==> config.mk <==
export PLATFORM = sky130hd
export DESIGN_NAME = tcu_top
export DESIGN_NICKNAME = d
export VERILOG_FILES = /design/src/shared/tcu_pkg.sv /design/src/hw/tcu_snap_chan.sv /design/src/hw/tcu_tick_gen.sv /design/src/hw/tcu_top.sv
export VERILOG_INCLUDE_DIRS = /design/src /design/src/shared
export SDC_FILE = /design/constraint.sdc
export NUM_CORES = 1
export LEC_CHECK = 0
export BUFFER_PORTS_ARGS = -buffer_cell sky130_fd_sc_hd__buf_2
export CAP_MARGIN = 5
export CORE_UTILIZATION = 35
export CTS_BUF_LIST = sky130_fd_sc_hd__clkbuf_4
export CTS_CLUSTER_SIZE = 14
export DETAILED_ROUTE_END_ITERATION = 8
export GPL_TIMING_DRIVEN = 0
export PLACE_DENSITY = 0.53
export SETUP_SLACK_MARGIN = 0.5
export SKIP_CTS_REPAIR_TIMING = 1
export SLEW_MARGIN = 40
export SYNTH_ARGS = -nofsm -noshare
export SYNTH_HDL_FRONTEND = slang
export SYNTH_SLANG_ARGS = --single-unit
==> constraint.sdc <==
create_clock -name aclk -period 2.08 [get_ports aclk]
set_input_delay 0.416 -clock aclk [delete_from_list [all_inputs] [get_ports aclk]]
set_output_delay 0.416 -clock aclk [all_outputs]
set_load 0.01 [all_outputs]
==> src/shared/tcu_defs.svh <==
`ifndef TCU_DEFS_SVH
`define TCU_DEFS_SVH

// Register byte offsets, one aligned 32-bit word each, data in bits 7:0
`define TCU_OFS_CNT_LO      8'h00
`define TCU_OFS_CNT_HI      8'h04
`define TCU_OFS_SNAP_BASE   8'h08
`define TCU_SNAP_STRIDE     8'h08
`define TCU_SNAP_HI_OFS     8'h04
`define TCU_OFS_CTRL        8'h28
`define TCU_OFS_STAT        8'h2C
`define TCU_OFS_MASK        8'h30
`define TCU_OFS_OVF         8'h34
`define TCU_OFS_IRQC        8'h38
`define TCU_OFS_EDGE        8'h3C
`define TCU_OFS_LAST        8'h3C

// Field positions
`define TCU_CTRL_RUN        0
`define TCU_CTRL_SRC        1
`define TCU_CTRL_MODE       2
`define TCU_STAT_WRAP       0
`define TCU_STAT_SNAP       1
`define TCU_IRQC_PE         0
`define TCU_IRQC_GD         1

// Edge select encodings
`define TCU_EDGE_FALL       2'h0
`define TCU_EDGE_RISE       2'h1
`define TCU_EDGE_4TH        2'h2
`define TCU_EDGE_16TH       2'h3
`define TCU_PSC_4TH_LAST    2'h3
`define TCU_PSC_16TH_LAST   4'hF

// Timing: instruction cycle is four core clocks
`define TCU_ICYC_LAST       2'h3
`define TCU_CNT_MAX         16'hFFFF
`define TCU_CNT_ZERO        16'h0000

// AXI responses
`define TCU_RESP_OKAY       2'h0
`define TCU_RESP_SLVERR     2'h2

`endif

==> src/shared/tcu_pkg.sv <==
package tcu_pkg;

   typedef logic [15:0] tcu_word_t;

   typedef struct packed {
      logic [1:0] phase;
      logic       ext_s1;
      logic       ext_s2;
      logic       ext_prev;
      logic       icyc;
      logic       efall;
   } tcu_tick_s;

   typedef struct packed {
      logic       pin_s1;
      logic       pin_s2;
      logic       pin_prev;
      logic [3:0] psc;
      logic       ev;
   } tcu_chan_s;

   typedef struct packed {
      tcu_word_t             count;
      tcu_word_t [3:0]       snap;
      logic [3:0]            full;
      logic [3:0]            lo_rd;
      logic [3:0]            hi_rd;
      logic [3:0]            ovf_m;
      logic [3:0]            ovf_v;
      logic [3:0]            snap_flag;
      logic [3:0]            snap_en;
      logic [7:0]            edge_sel;
      logic                  run;
      logic                  src;
      logic                  four;
      logic                  wrap_flag;
      logic                  wrap_en;
      logic                  pe;
      logic                  gd;
      logic                  irq;
      logic                  awready;
      logic                  wready;
      logic                  aw_held;
      logic                  w_held;
      logic                  bvalid;
      logic                  arready;
      logic                  rvalid;
      logic [7:0]            aw_addr;
      logic [7:0]            wbyte;
      logic                  wstb;
      logic [1:0]            bresp;
      logic [1:0]            rresp;
      logic [31:0]           rdata;
   } tcu_state_s;

endpackage : tcu_pkg
==> src/hw/tcu_snap_chan.sv <==
`timescale 1ns/10ps
`include "tcu_defs.svh"

module tcu_snap_chan
   import tcu_pkg::*;
(
   input  wire logic       aclk,
   input  wire logic       aresetn,
   input  wire logic       snap_input_pin,
   input  wire logic [1:0] edge_sel,
   output logic            snap_event
);

   tcu_chan_s c_q;
   tcu_chan_s c_d;
   logic      rise;
   logic      fall;

   assign rise = c_q.pin_s2 & ~c_q.pin_prev;
   assign fall = ~c_q.pin_s2 & c_q.pin_prev;

   always_comb begin
      c_d          = c_q;
      c_d.pin_s1   = snap_input_pin;                  // see RULE_15
      c_d.pin_s2   = c_q.pin_s1;
      c_d.pin_prev = c_q.pin_s2;
      // Prescaler free-runs on rising edges; select changes leave it alone
      if (rise) begin
         c_d.psc = c_q.psc + 4'h1;                    // see RULE_13
      end
      case (edge_sel)                                 // see RULE_11
         `TCU_EDGE_FALL: c_d.ev = fall;
         `TCU_EDGE_RISE: c_d.ev = rise;
         `TCU_EDGE_4TH:  c_d.ev = rise && (c_q.psc[1:0] == `TCU_PSC_4TH_LAST);
         `TCU_EDGE_16TH: c_d.ev = rise && (c_q.psc == `TCU_PSC_16TH_LAST);
         default:        c_d.ev = 1'b0;
      endcase
   end

   always_ff @(posedge aclk) begin
      if (!aresetn) begin
         c_q <= '0;
      end else begin
         c_q <= c_d;
      end
   end

   assign snap_event = c_q.ev;
endmodule : tcu_snap_chan

==> src/hw/tcu_tick_gen.sv <==
`timescale 1ns/10ps
`include "tcu_defs.svh"

module tcu_tick_gen
   import tcu_pkg::*;
(
   input  wire logic aclk,
   input  wire logic aresetn,
   input  wire logic external_count_clock,
   output logic      icyc,
   output logic      efall
);

   tcu_tick_s t_q;
   tcu_tick_s t_d;

   always_comb begin
      t_d          = t_q;
      t_d.phase    = t_q.phase + 2'h1;
      t_d.icyc     = (t_q.phase == `TCU_ICYC_LAST); // see RULE_02
      t_d.ext_s1   = external_count_clock;
      t_d.ext_s2   = t_q.ext_s1;
      t_d.ext_prev = t_q.ext_s2;
      t_d.efall    = t_q.ext_prev & ~t_q.ext_s2;    // see RULE_03
   end

   always_ff @(posedge aclk) begin
      if (!aresetn) begin
         t_q <= '0;
      end else begin
         t_q <= t_d;
      end
   end

   assign icyc  = t_q.icyc;
   assign efall = t_q.efall;
endmodule : tcu_tick_gen

==> src/hw/tcu_top.sv <==
// Design decisions made here: the AXI4-Lite register port and the register offsets.
`timescale 1ns/10ps
`include "tcu_defs.svh"

// Function
// RULE_01: Counter is 16-bit up counter, reached as high and low byte registers.
// RULE_02: Source select zero advances counter once per four core clocks.
// RULE_03: Source select one advances counter on external clock falling edges.
// RULE_04: Counter and its wrap flag only move while run is set.
// RULE_05: Mode bit clear makes channel one storage the period register.
// RULE_06: Period mode: count to period, then zero on next tick, set wrap flag.
// RULE_07: Period mode: channel one never captures, never sets its flag.
// RULE_08: Four channel mode: free run to all ones, wrap to zero, set flag.
// RULE_09: Wrap flag sticks until software clears it; enable bit masks it.
// RULE_10: Four channels, each pin copies full 16-bit count on its event.
// RULE_11: Two-bit select: falling, rising, every fourth or sixteenth rising edge.
// RULE_12: Capture sets flag; irq needs enable, peripheral enable, no global disable.
// RULE_13: Select change keeps prescaler; only reset clears it.
// RULE_14: Capture stays active whatever the pin's port use.
// RULE_15: Capture pins pass a synchroniser before edge detection.
// RULE_16: Event on unread channel sets hidden overrun, keeps stored value.
// RULE_17: Both bytes read: hidden overrun copied to visible bit, then cleared.
// RULE_18: Four channel mode: period storage is channel one on first pin.
// RULE_19: Count byte writes load at once; period writes work in both modes.

module tcu_top
   import tcu_pkg::*;
(
   input  wire logic        aclk,
   input  wire logic        aresetn,
   input  wire logic [7:0]  awaddr,
   input  wire logic [2:0]  awprot,
   input  wire logic        awvalid,
   output logic             awready,
   input  wire logic [31:0] wdata,
   input  wire logic [3:0]  wstrb,
   input  wire logic        wvalid,
   output logic             wready,
   output logic [1:0]       bresp,
   output logic             bvalid,
   input  wire logic        bready,
   input  wire logic [7:0]  araddr,
   input  wire logic [2:0]  arprot,
   input  wire logic        arvalid,
   output logic             arready,
   output logic [31:0]      rdata,
   output logic [1:0]       rresp,
   output logic             rvalid,
   input  wire logic        rready,
   input  wire logic [3:0]  snap_input_pin,
   input  wire logic        external_count_clock,
   output logic             irq
);

   tcu_state_s st_q;
   tcu_state_s s;
   logic       icyc;
   logic       efall;
   logic       tick;
   logic       wr_fire;
   logic       rd_fire;
   logic       limit_hit;
   logic [3:0] snap_ev;
   logic [3:0] snap_ok;
   logic [3:0] pair_done;

   tcu_tick_gen u_tick (
      .aclk                 (aclk),
      .aresetn              (aresetn),
      .external_count_clock (external_count_clock),
      .icyc                 (icyc),
      .efall                (efall)
   );

   for (genvar g = 0; g < 4; g++) begin : g_chan
      tcu_snap_chan u_chan (
         .aclk           (aclk),
         .aresetn        (aresetn),
         .snap_input_pin (snap_input_pin[g]),
         .edge_sel       (st_q.edge_sel[2*g +: 2]),
         .snap_event     (snap_ev[g])
      );
   end

   function automatic logic is_mapped(input logic [7:0] a);
      is_mapped = (a[1:0] == 2'h0) && (a <= `TCU_OFS_LAST);
   endfunction : is_mapped

   assign tick      = st_q.run & (st_q.src ? efall : icyc);        // see RULE_04
   // Period mode compares against channel one storage
   assign limit_hit = st_q.four ? (st_q.count == `TCU_CNT_MAX)      // see RULE_08
                                : (st_q.count == st_q.snap[0]);     // see RULE_05
   // Pins are read whatever their port role; channel one only in four mode
   assign snap_ok   = snap_ev & {3'b111, st_q.four};                // see RULE_07, RULE_14
   assign pair_done = st_q.lo_rd & st_q.hi_rd;
   assign wr_fire   = st_q.aw_held & st_q.w_held & ~st_q.bvalid;
   assign rd_fire   = st_q.arready & arvalid;

   always_comb begin
      s = st_q;

      // Write channels taken independently, response after both
      if (st_q.awready && awvalid) begin
         s.aw_held = 1'b1;
         s.aw_addr = awaddr;
         s.awready = 1'b0;
      end
      if (st_q.wready && wvalid) begin
         s.w_held = 1'b1;
         s.wbyte  = wdata[7:0];
         s.wstb   = wstrb[0];
         s.wready = 1'b0;
      end
      if (st_q.bvalid && bready) begin
         s.bvalid  = 1'b0;
         s.awready = 1'b1;
         s.wready  = 1'b1;
      end
      if (wr_fire) begin
         s.aw_held = 1'b0;
         s.w_held  = 1'b0;
         s.bvalid  = 1'b1;
         s.bresp   = is_mapped(st_q.aw_addr) ? `TCU_RESP_OKAY : `TCU_RESP_SLVERR;
      end

      // Completed pair reads move the overrun to the visible bit
      for (int i = 0; i < 4; i++) begin
         if (pair_done[i]) begin
            s.ovf_v[i] = st_q.ovf_m[i];                             // see RULE_17
            s.ovf_m[i] = 1'b0;
            s.full[i]  = 1'b0;
            s.lo_rd[i] = 1'b0;
            s.hi_rd[i] = 1'b0;
         end
      end

      // Read channel, with read side effects
      if (st_q.rvalid && rready) begin
         s.rvalid  = 1'b0;
         s.arready = 1'b1;
      end
      if (rd_fire) begin
         s.arready = 1'b0;
         s.rvalid  = 1'b1;
         s.rdata   = 32'h0000_0000;
         s.rresp   = is_mapped(araddr) ? `TCU_RESP_OKAY : `TCU_RESP_SLVERR;
         case (araddr)
            `TCU_OFS_CNT_LO: s.rdata[7:0] = st_q.count[7:0];       // see RULE_01
            `TCU_OFS_CNT_HI: s.rdata[7:0] = st_q.count[15:8];      // see RULE_01
            `TCU_OFS_CTRL: begin
               s.rdata[`TCU_CTRL_RUN]  = st_q.run;
               s.rdata[`TCU_CTRL_SRC]  = st_q.src;
               s.rdata[`TCU_CTRL_MODE] = st_q.four;
            end
            `TCU_OFS_STAT: begin
               s.rdata[`TCU_STAT_WRAP]     = st_q.wrap_flag;
               s.rdata[`TCU_STAT_SNAP +: 4] = st_q.snap_flag;
               // Clear on read; events below still win this cycle
               s.wrap_flag = 1'b0;                                  // see RULE_09
               s.snap_flag = 4'h0;                                  // see RULE_12
            end
            `TCU_OFS_MASK: begin
               s.rdata[`TCU_STAT_WRAP]     = st_q.wrap_en;
               s.rdata[`TCU_STAT_SNAP +: 4] = st_q.snap_en;
            end
            `TCU_OFS_OVF:  s.rdata[3:0] = st_q.ovf_v;
            `TCU_OFS_IRQC: begin
               s.rdata[`TCU_IRQC_PE] = st_q.pe;
               s.rdata[`TCU_IRQC_GD] = st_q.gd;
            end
            `TCU_OFS_EDGE: s.rdata[7:0] = st_q.edge_sel;
            default:       s.rdata = 32'h0000_0000;
         endcase
         for (int i = 0; i < 4; i++) begin
            if (araddr == 8'(`TCU_OFS_SNAP_BASE + `TCU_SNAP_STRIDE * i)) begin
               s.rdata[7:0] = st_q.snap[i][7:0];
               s.lo_rd[i]   = 1'b1;                                 // see RULE_17
            end
            if (araddr == 8'(`TCU_OFS_SNAP_BASE + `TCU_SNAP_STRIDE * i
                             + `TCU_SNAP_HI_OFS)) begin
               s.rdata[7:0] = st_q.snap[i][15:8];
               s.hi_rd[i]   = 1'b1;                                 // see RULE_17
            end
         end
      end

      // Counter step
      if (tick) begin
         if (limit_hit) begin
            s.count     = `TCU_CNT_ZERO;                            // see RULE_06
            s.wrap_flag = 1'b1;                                     // see RULE_08
         end else begin
            s.count = st_q.count + 16'h0001;                        // see RULE_01
         end
      end

      // Captures
      for (int i = 0; i < 4; i++) begin
         if (snap_ok[i]) begin                                      // see RULE_18
            if (s.full[i]) begin
               s.ovf_m[i] = 1'b1;                                   // see RULE_16
            end else begin
               s.snap[i]      = st_q.count;                         // see RULE_10
               s.full[i]      = 1'b1;
               s.snap_flag[i] = 1'b1;                               // see RULE_12
            end
         end
      end

      // Register writes, byte lane 0 only
      if (wr_fire && st_q.wstb) begin
         case (st_q.aw_addr)
            `TCU_OFS_CNT_LO: s.count[7:0]  = st_q.wbyte;            // see RULE_19
            `TCU_OFS_CNT_HI: s.count[15:8] = st_q.wbyte;            // see RULE_19
            `TCU_OFS_SNAP_BASE: s.snap[0][7:0] = st_q.wbyte;        // see RULE_19
            8'(`TCU_OFS_SNAP_BASE + `TCU_SNAP_HI_OFS): begin
               s.snap[0][15:8] = st_q.wbyte;                        // see RULE_19
            end
            `TCU_OFS_CTRL: begin
               s.run  = st_q.wbyte[`TCU_CTRL_RUN];                  // see RULE_04
               s.src  = st_q.wbyte[`TCU_CTRL_SRC];                  // see RULE_02
               s.four = st_q.wbyte[`TCU_CTRL_MODE];                 // see RULE_05
            end
            `TCU_OFS_MASK: begin
               s.wrap_en = st_q.wbyte[`TCU_STAT_WRAP];              // see RULE_09
               s.snap_en = st_q.wbyte[`TCU_STAT_SNAP +: 4];
            end
            `TCU_OFS_IRQC: begin
               s.pe = st_q.wbyte[`TCU_IRQC_PE];
               s.gd = st_q.wbyte[`TCU_IRQC_GD];
            end
            `TCU_OFS_EDGE: s.edge_sel = st_q.wbyte;                 // see RULE_13
            default: s.edge_sel = s.edge_sel;
         endcase
      end

      s.irq = (s.wrap_flag & s.wrap_en)                             // see RULE_09
            | ((|(s.snap_flag & s.snap_en)) & s.pe & ~s.gd);        // see RULE_12
   end

   always_ff @(posedge aclk) begin
      if (!aresetn) begin
         st_q         <= '0;
         st_q.awready <= 1'b1;
         st_q.wready  <= 1'b1;
         st_q.arready <= 1'b1;
      end else begin
         st_q <= s;
      end
   end

   assign awready = st_q.awready;
   assign wready  = st_q.wready;
   assign bresp   = st_q.bresp;
   assign bvalid  = st_q.bvalid;
   assign arready = st_q.arready;
   assign rdata   = st_q.rdata;
   assign rresp   = st_q.rresp;
   assign rvalid  = st_q.rvalid;
   assign irq     = st_q.irq;

   for (genvar g = 0; g < 4; g++) begin : g_chk

   end
endmodule : tcu_top

==> metrics.sh <==
PRE_CTS_SLACK_NS=-0.537
FIN_HOLD_WS_NS=0.0136
PIN_COUNT=112
DRT_ITER0_DRC=768
SYNTH_SEQUENTIAL_AREA_RATIO=0.418
TIMING.CRITICAL_PATH.ARRIVAL_NS=2.68
CP.REQUIRED_NS=2.60
SWITCHINGPOWER_mW=1.94
PLACEABLECOREAREA_SQ_UM=26200
FINALHOLDVIOLATIONS=0
PWR-SHARE-COMB=0.105
TIMING.MAX_SLEW.REL_SLACK=0.406
WORST_SETUP_PATH_START_KIND='flip-flop'
WORSTHOLDPATHTYPE='in2reg'
RSZ0062_AT_GRT='yes'
POSTLAYOUTCELLAREA_SQ_UM=11900
CLOCK_TREE.HTREE_LEVEL_COUNT=4
POSTSYNTHCELLCOUNT=1156
OUTCOME='finished, violations left'
GRT.MET1_USAGE=0.318
MAXSLEWVIOLCOUNT=0
FIRST_GLOBAL_VIAS=7871
STD_CELL_ROWS=59
GRT_ANTENNA_BEFORE_REPAIR=1
ROUTEDWLPERCELL_UM=19.6
CTS.CLK_SLEW.WORST_PATHS_NS=0.17
PLACE_HPWL_MM=23.0
SYNTH.YOSYS.WARNINGS=0
GR_BUSIEST_METAL='met2'
IO_BUFFERS=49
GROUTE.USAGE.OVERALL=0.229
MAX-VDD-IR-DROP_V=0.000358
OVERALL_VIA_COUNT_FROM_DETAIL_ROUTE=8882
DETAIL_ROUTE.DRC_VIOLATIONS=7
DPL-INSTANCE-AREA_SQ_UM=10400
MET3_USE_GR=0.0424
FILL_CELLS=2683
POWER_FRAC_SEQ=0.595
REGTOREGSTARTPOINT='st_q[65]'
VIOLATIONS='DRC, setup timing'
LAYOUT-AREA-OVERHEAD-VS-SYNTH_PCT=26.0
WORSTSETUPENDPOINT='irq'
ACHIEVABLE-FREQUENCY_MHz=464
WORST_SLEW_PIN_SLEW_NS=0.888
DRT.ANTENNA.VIOLATING_NETS=0
SYNTHARSTFLOPSHARE=0
GLOBALROUTE.TOTALOVERFLOW=0
TIMING.MAX_CAP.VIOLATIONS=0
FINAL_NETS=1380
GRTUSAGEMET2=0.354
REG2REG_DEPTH=9
CTS.ROOT.BUFFER_CELL='clkbuf_4'
REPORT.FINAL.SETUP_VIOL=8
YS_TOP_CELLS_BY_COUNT='nand2_1, dfxtp_1, a21oi_1, nor2_1, mux2i_1'
YOSYS_REGISTER_BITS=197
CTS-BUFFERS-INSERTED=17
WORST-PATH-MAX-FANOUT=10
VIASPERCELL=5.38
CELL_LEAKAGE_POWER_nW=4.44
PERIOD_MINUS_SLACK_NS=2.15
TRITONCTS_CLOCK_TREE='built'
CRITICAL_PATH.REG2REG.ENDPOINT='irq'
CRITICAL_PATH.ENDPOINT_TYPE='flip-flop'
CTS.PATH.MAX_BUFFERS=2
POST_SYNTH_MAIN_AREA_CONTRIBUTORS='dfxtp_1, nand2_1, a21oi_1, mux2i_1, nor2_1'
DETAIL_ROUTE.FIRST_PASS.ITERATIONS=9
POST-SYNTH-TOP-COUNT-CELL='nand2_1'
SYNTH-EDFF-COUNT=0
SYN_AREA_SQ_UM=9420
WORST_SKEW_PAIR.LATE_LATENCY_NS=0.61
TOTALPOWERFINAL_mW=6.56
SYNTH-MAIN-FF-CELL='dfxtp_1'
R2R_SETUP_SLACK_NS=-0.07
YOSYSUNIQUECELLTYPES=71
POWER.SHARE.CLOCK=0.300
FINAL.SETUP_SKEW_NS=0.0262
FLOORPLAN.INITIALDENSITY=0.360
DIE_Y_UM=166
SETUP_WS_NS=-0.0748
NETSWITCHINGFRACTION=0.295
DRIVE_GT1_FRAC=0.258
DIE_AREA_SQ_UM=27600
FP.DIEW_UM=166
GRT_FIRST_PASS_WIRELENGTH_MM=47.7
YOSYS.AREA.TOP_TYPE_SHARE=0.418
SYNTH.LARGEST_AREA_CELL='dfxtp_1'
GRT_START_MAX_NET_PINS=19
WL_MM=32.5
CRIT_PATH_START='st_q[65]'
POST-ROUTE-PERIOD-UTIL=1.04
POSTSYNTHAREAPERCELL_SQ_UM=8.15
SETUP.WORST_PATH.CLASS='reg2reg'
PLACE_CONGESTION=0.945
POWER.DENSITY_CELL_AREA_nW_PER_UM2=552
INTERNAL-POWER_mW=4.62
TOTALNEGATIVESETUPSLACK_NS=-0.198
CTS_NUM_SINKS=197
==> logic make-up after synthesis <==
kind of cell	synth area share
muxes	0.0670
buffers and inverters	0.0706
other	0.000398
AOI/OAI and AO/OA	0.166
DFF	0.418
xor gates and xnor gates	0.0288
adders and majority gates	0.00797
and+or+nand+nor	0.241
==> layer usage <==
layer,vias up,part of all wire
li1,4267,-
met1,4258,0.46
met2,293,0.45
met3,64,0.057
met4,0,0.027
met5,-,0
==> per-stage QoR <==
stage	utilization	instances
finish	0.453	1652
global route	0.453	1652
CTS	0.406	1596
detailed placement	0.397	1565
global placement	0.396	1565
floorplan	-	1181
==> registers in the layout, summed over array words and instances (netlist names) <==
signal                    flops
g_chan.u_chan.c_d             8
irq                           1
awready                       1
st_q                        142
wready                        1
g_chan.u_chan.snap_event      4
g_chan.u_chan.c_q            20
rresp                         1
arready                       1
u_tick.t_q                    3
bresp                         1
rdata                         8
u_tick.t_d                    2
bvalid                        1
rvalid                        1
u_tick.icyc                   1
u_tick.efall                  1
==> layout make-up <==
class | count | area (sq um) | area share
diodes | 1 | 2.50 | 0.000211
plain buffers | 114 | 928 | 0.0782
clock buffers | 17 | 128 | 0.0107
clock inverters | 14 | 119 | 0.0100
inverters | 16 | 60.1 | 0.00506
multi-input cells | 854 | 5420 | 0.457
flip-flops and latches | 197 | 3990 | 0.336
well taps | 335 | 419 | 0.0353
repair buffers | 104 | 806 | 0.0679
==> critical path, stage by stage (launching register included) <==
cell and delay [ns]:
dfxtp_2 0.36, buf_12 0.14, buf_8 0.14, buf_12 0.14, o21bai_1 0.24, nand4_1 0.21, nor4_4 0.36, buf_4 0.18
a21oi_2 0.04, o31ai_2 0.27
==> worst min-delay path by stage <==
stage,start,endpoint,slack (ns),depth (start not counted)
final,wvalid,wready,0.01,2
after CTS,snap_input_pin[0],g_chan[0].u_chan.c_d[6],-0.03,2
after detailed placement,u_tick.t_d[2],u_tick.efall,0.40,1
after global placement,u_tick.t_d[2],u_tick.efall,0.40,1
after global routing,wdata[6],st_q[43],0.005,3
after floorplan,u_tick.t_d[2],u_tick.efall,0.38,1
==> power groups by stage <==
stage          clock network [mW]  registers (mW)  logic, mW
6_report                     1.97            3.90      0.688
5_1_grt                      2.17            3.91      0.750
4_1_cts                      2.02            3.90      0.603
3_5_place_dp                    0            3.97      0.601
3_3_place_gp                    0            3.97      0.599
2_1_floorplan                   0            3.96      0.395
==> cells in the final DEF, fill, tap and decap left out, drive strengths merged, types with 4 or more instances in the layout <==
cell type | netlist | final
nand2b | 5 | 5
o211ai | 7 | 7
mux2 | 5 | 5
a221oi | 5 | 5
dlygate4sd3 | 0 | 10
clkinv | 0 | 8
o2111ai | 5 | 5
inv | 16 | 22
a211oi | 22 | 22
o2bb2ai | 4 | 4
o31ai | 5 | 5
or3 | 15 | 15
nand4 | 14 | 14
a22oi | 7 | 7
a21oi | 123 | 123
nor3b | 7 | 7
a2bb2oi | 5 | 5
nor4 | 7 | 7
nand2 | 199 | 199
nor2 | 107 | 107
a22o | 6 | 6
nand3 | 35 | 35
and2 | 30 | 30
conb | 1 | 26
clkbuf | 52 | 64
nor4b | 7 | 7
buf | 62 | 161
o21ai | 30 | 30
and3 | 7 | 7
xnor2 | 15 | 15
mux2i | 53 | 53
ha | 6 | 6
o22ai | 11 | 11
dfxtp | 197 | 197
xor2 | 16 | 16
nor3 | 16 | 16
nor2b | 16 | 16
Power figures use the tool's default switching activity.
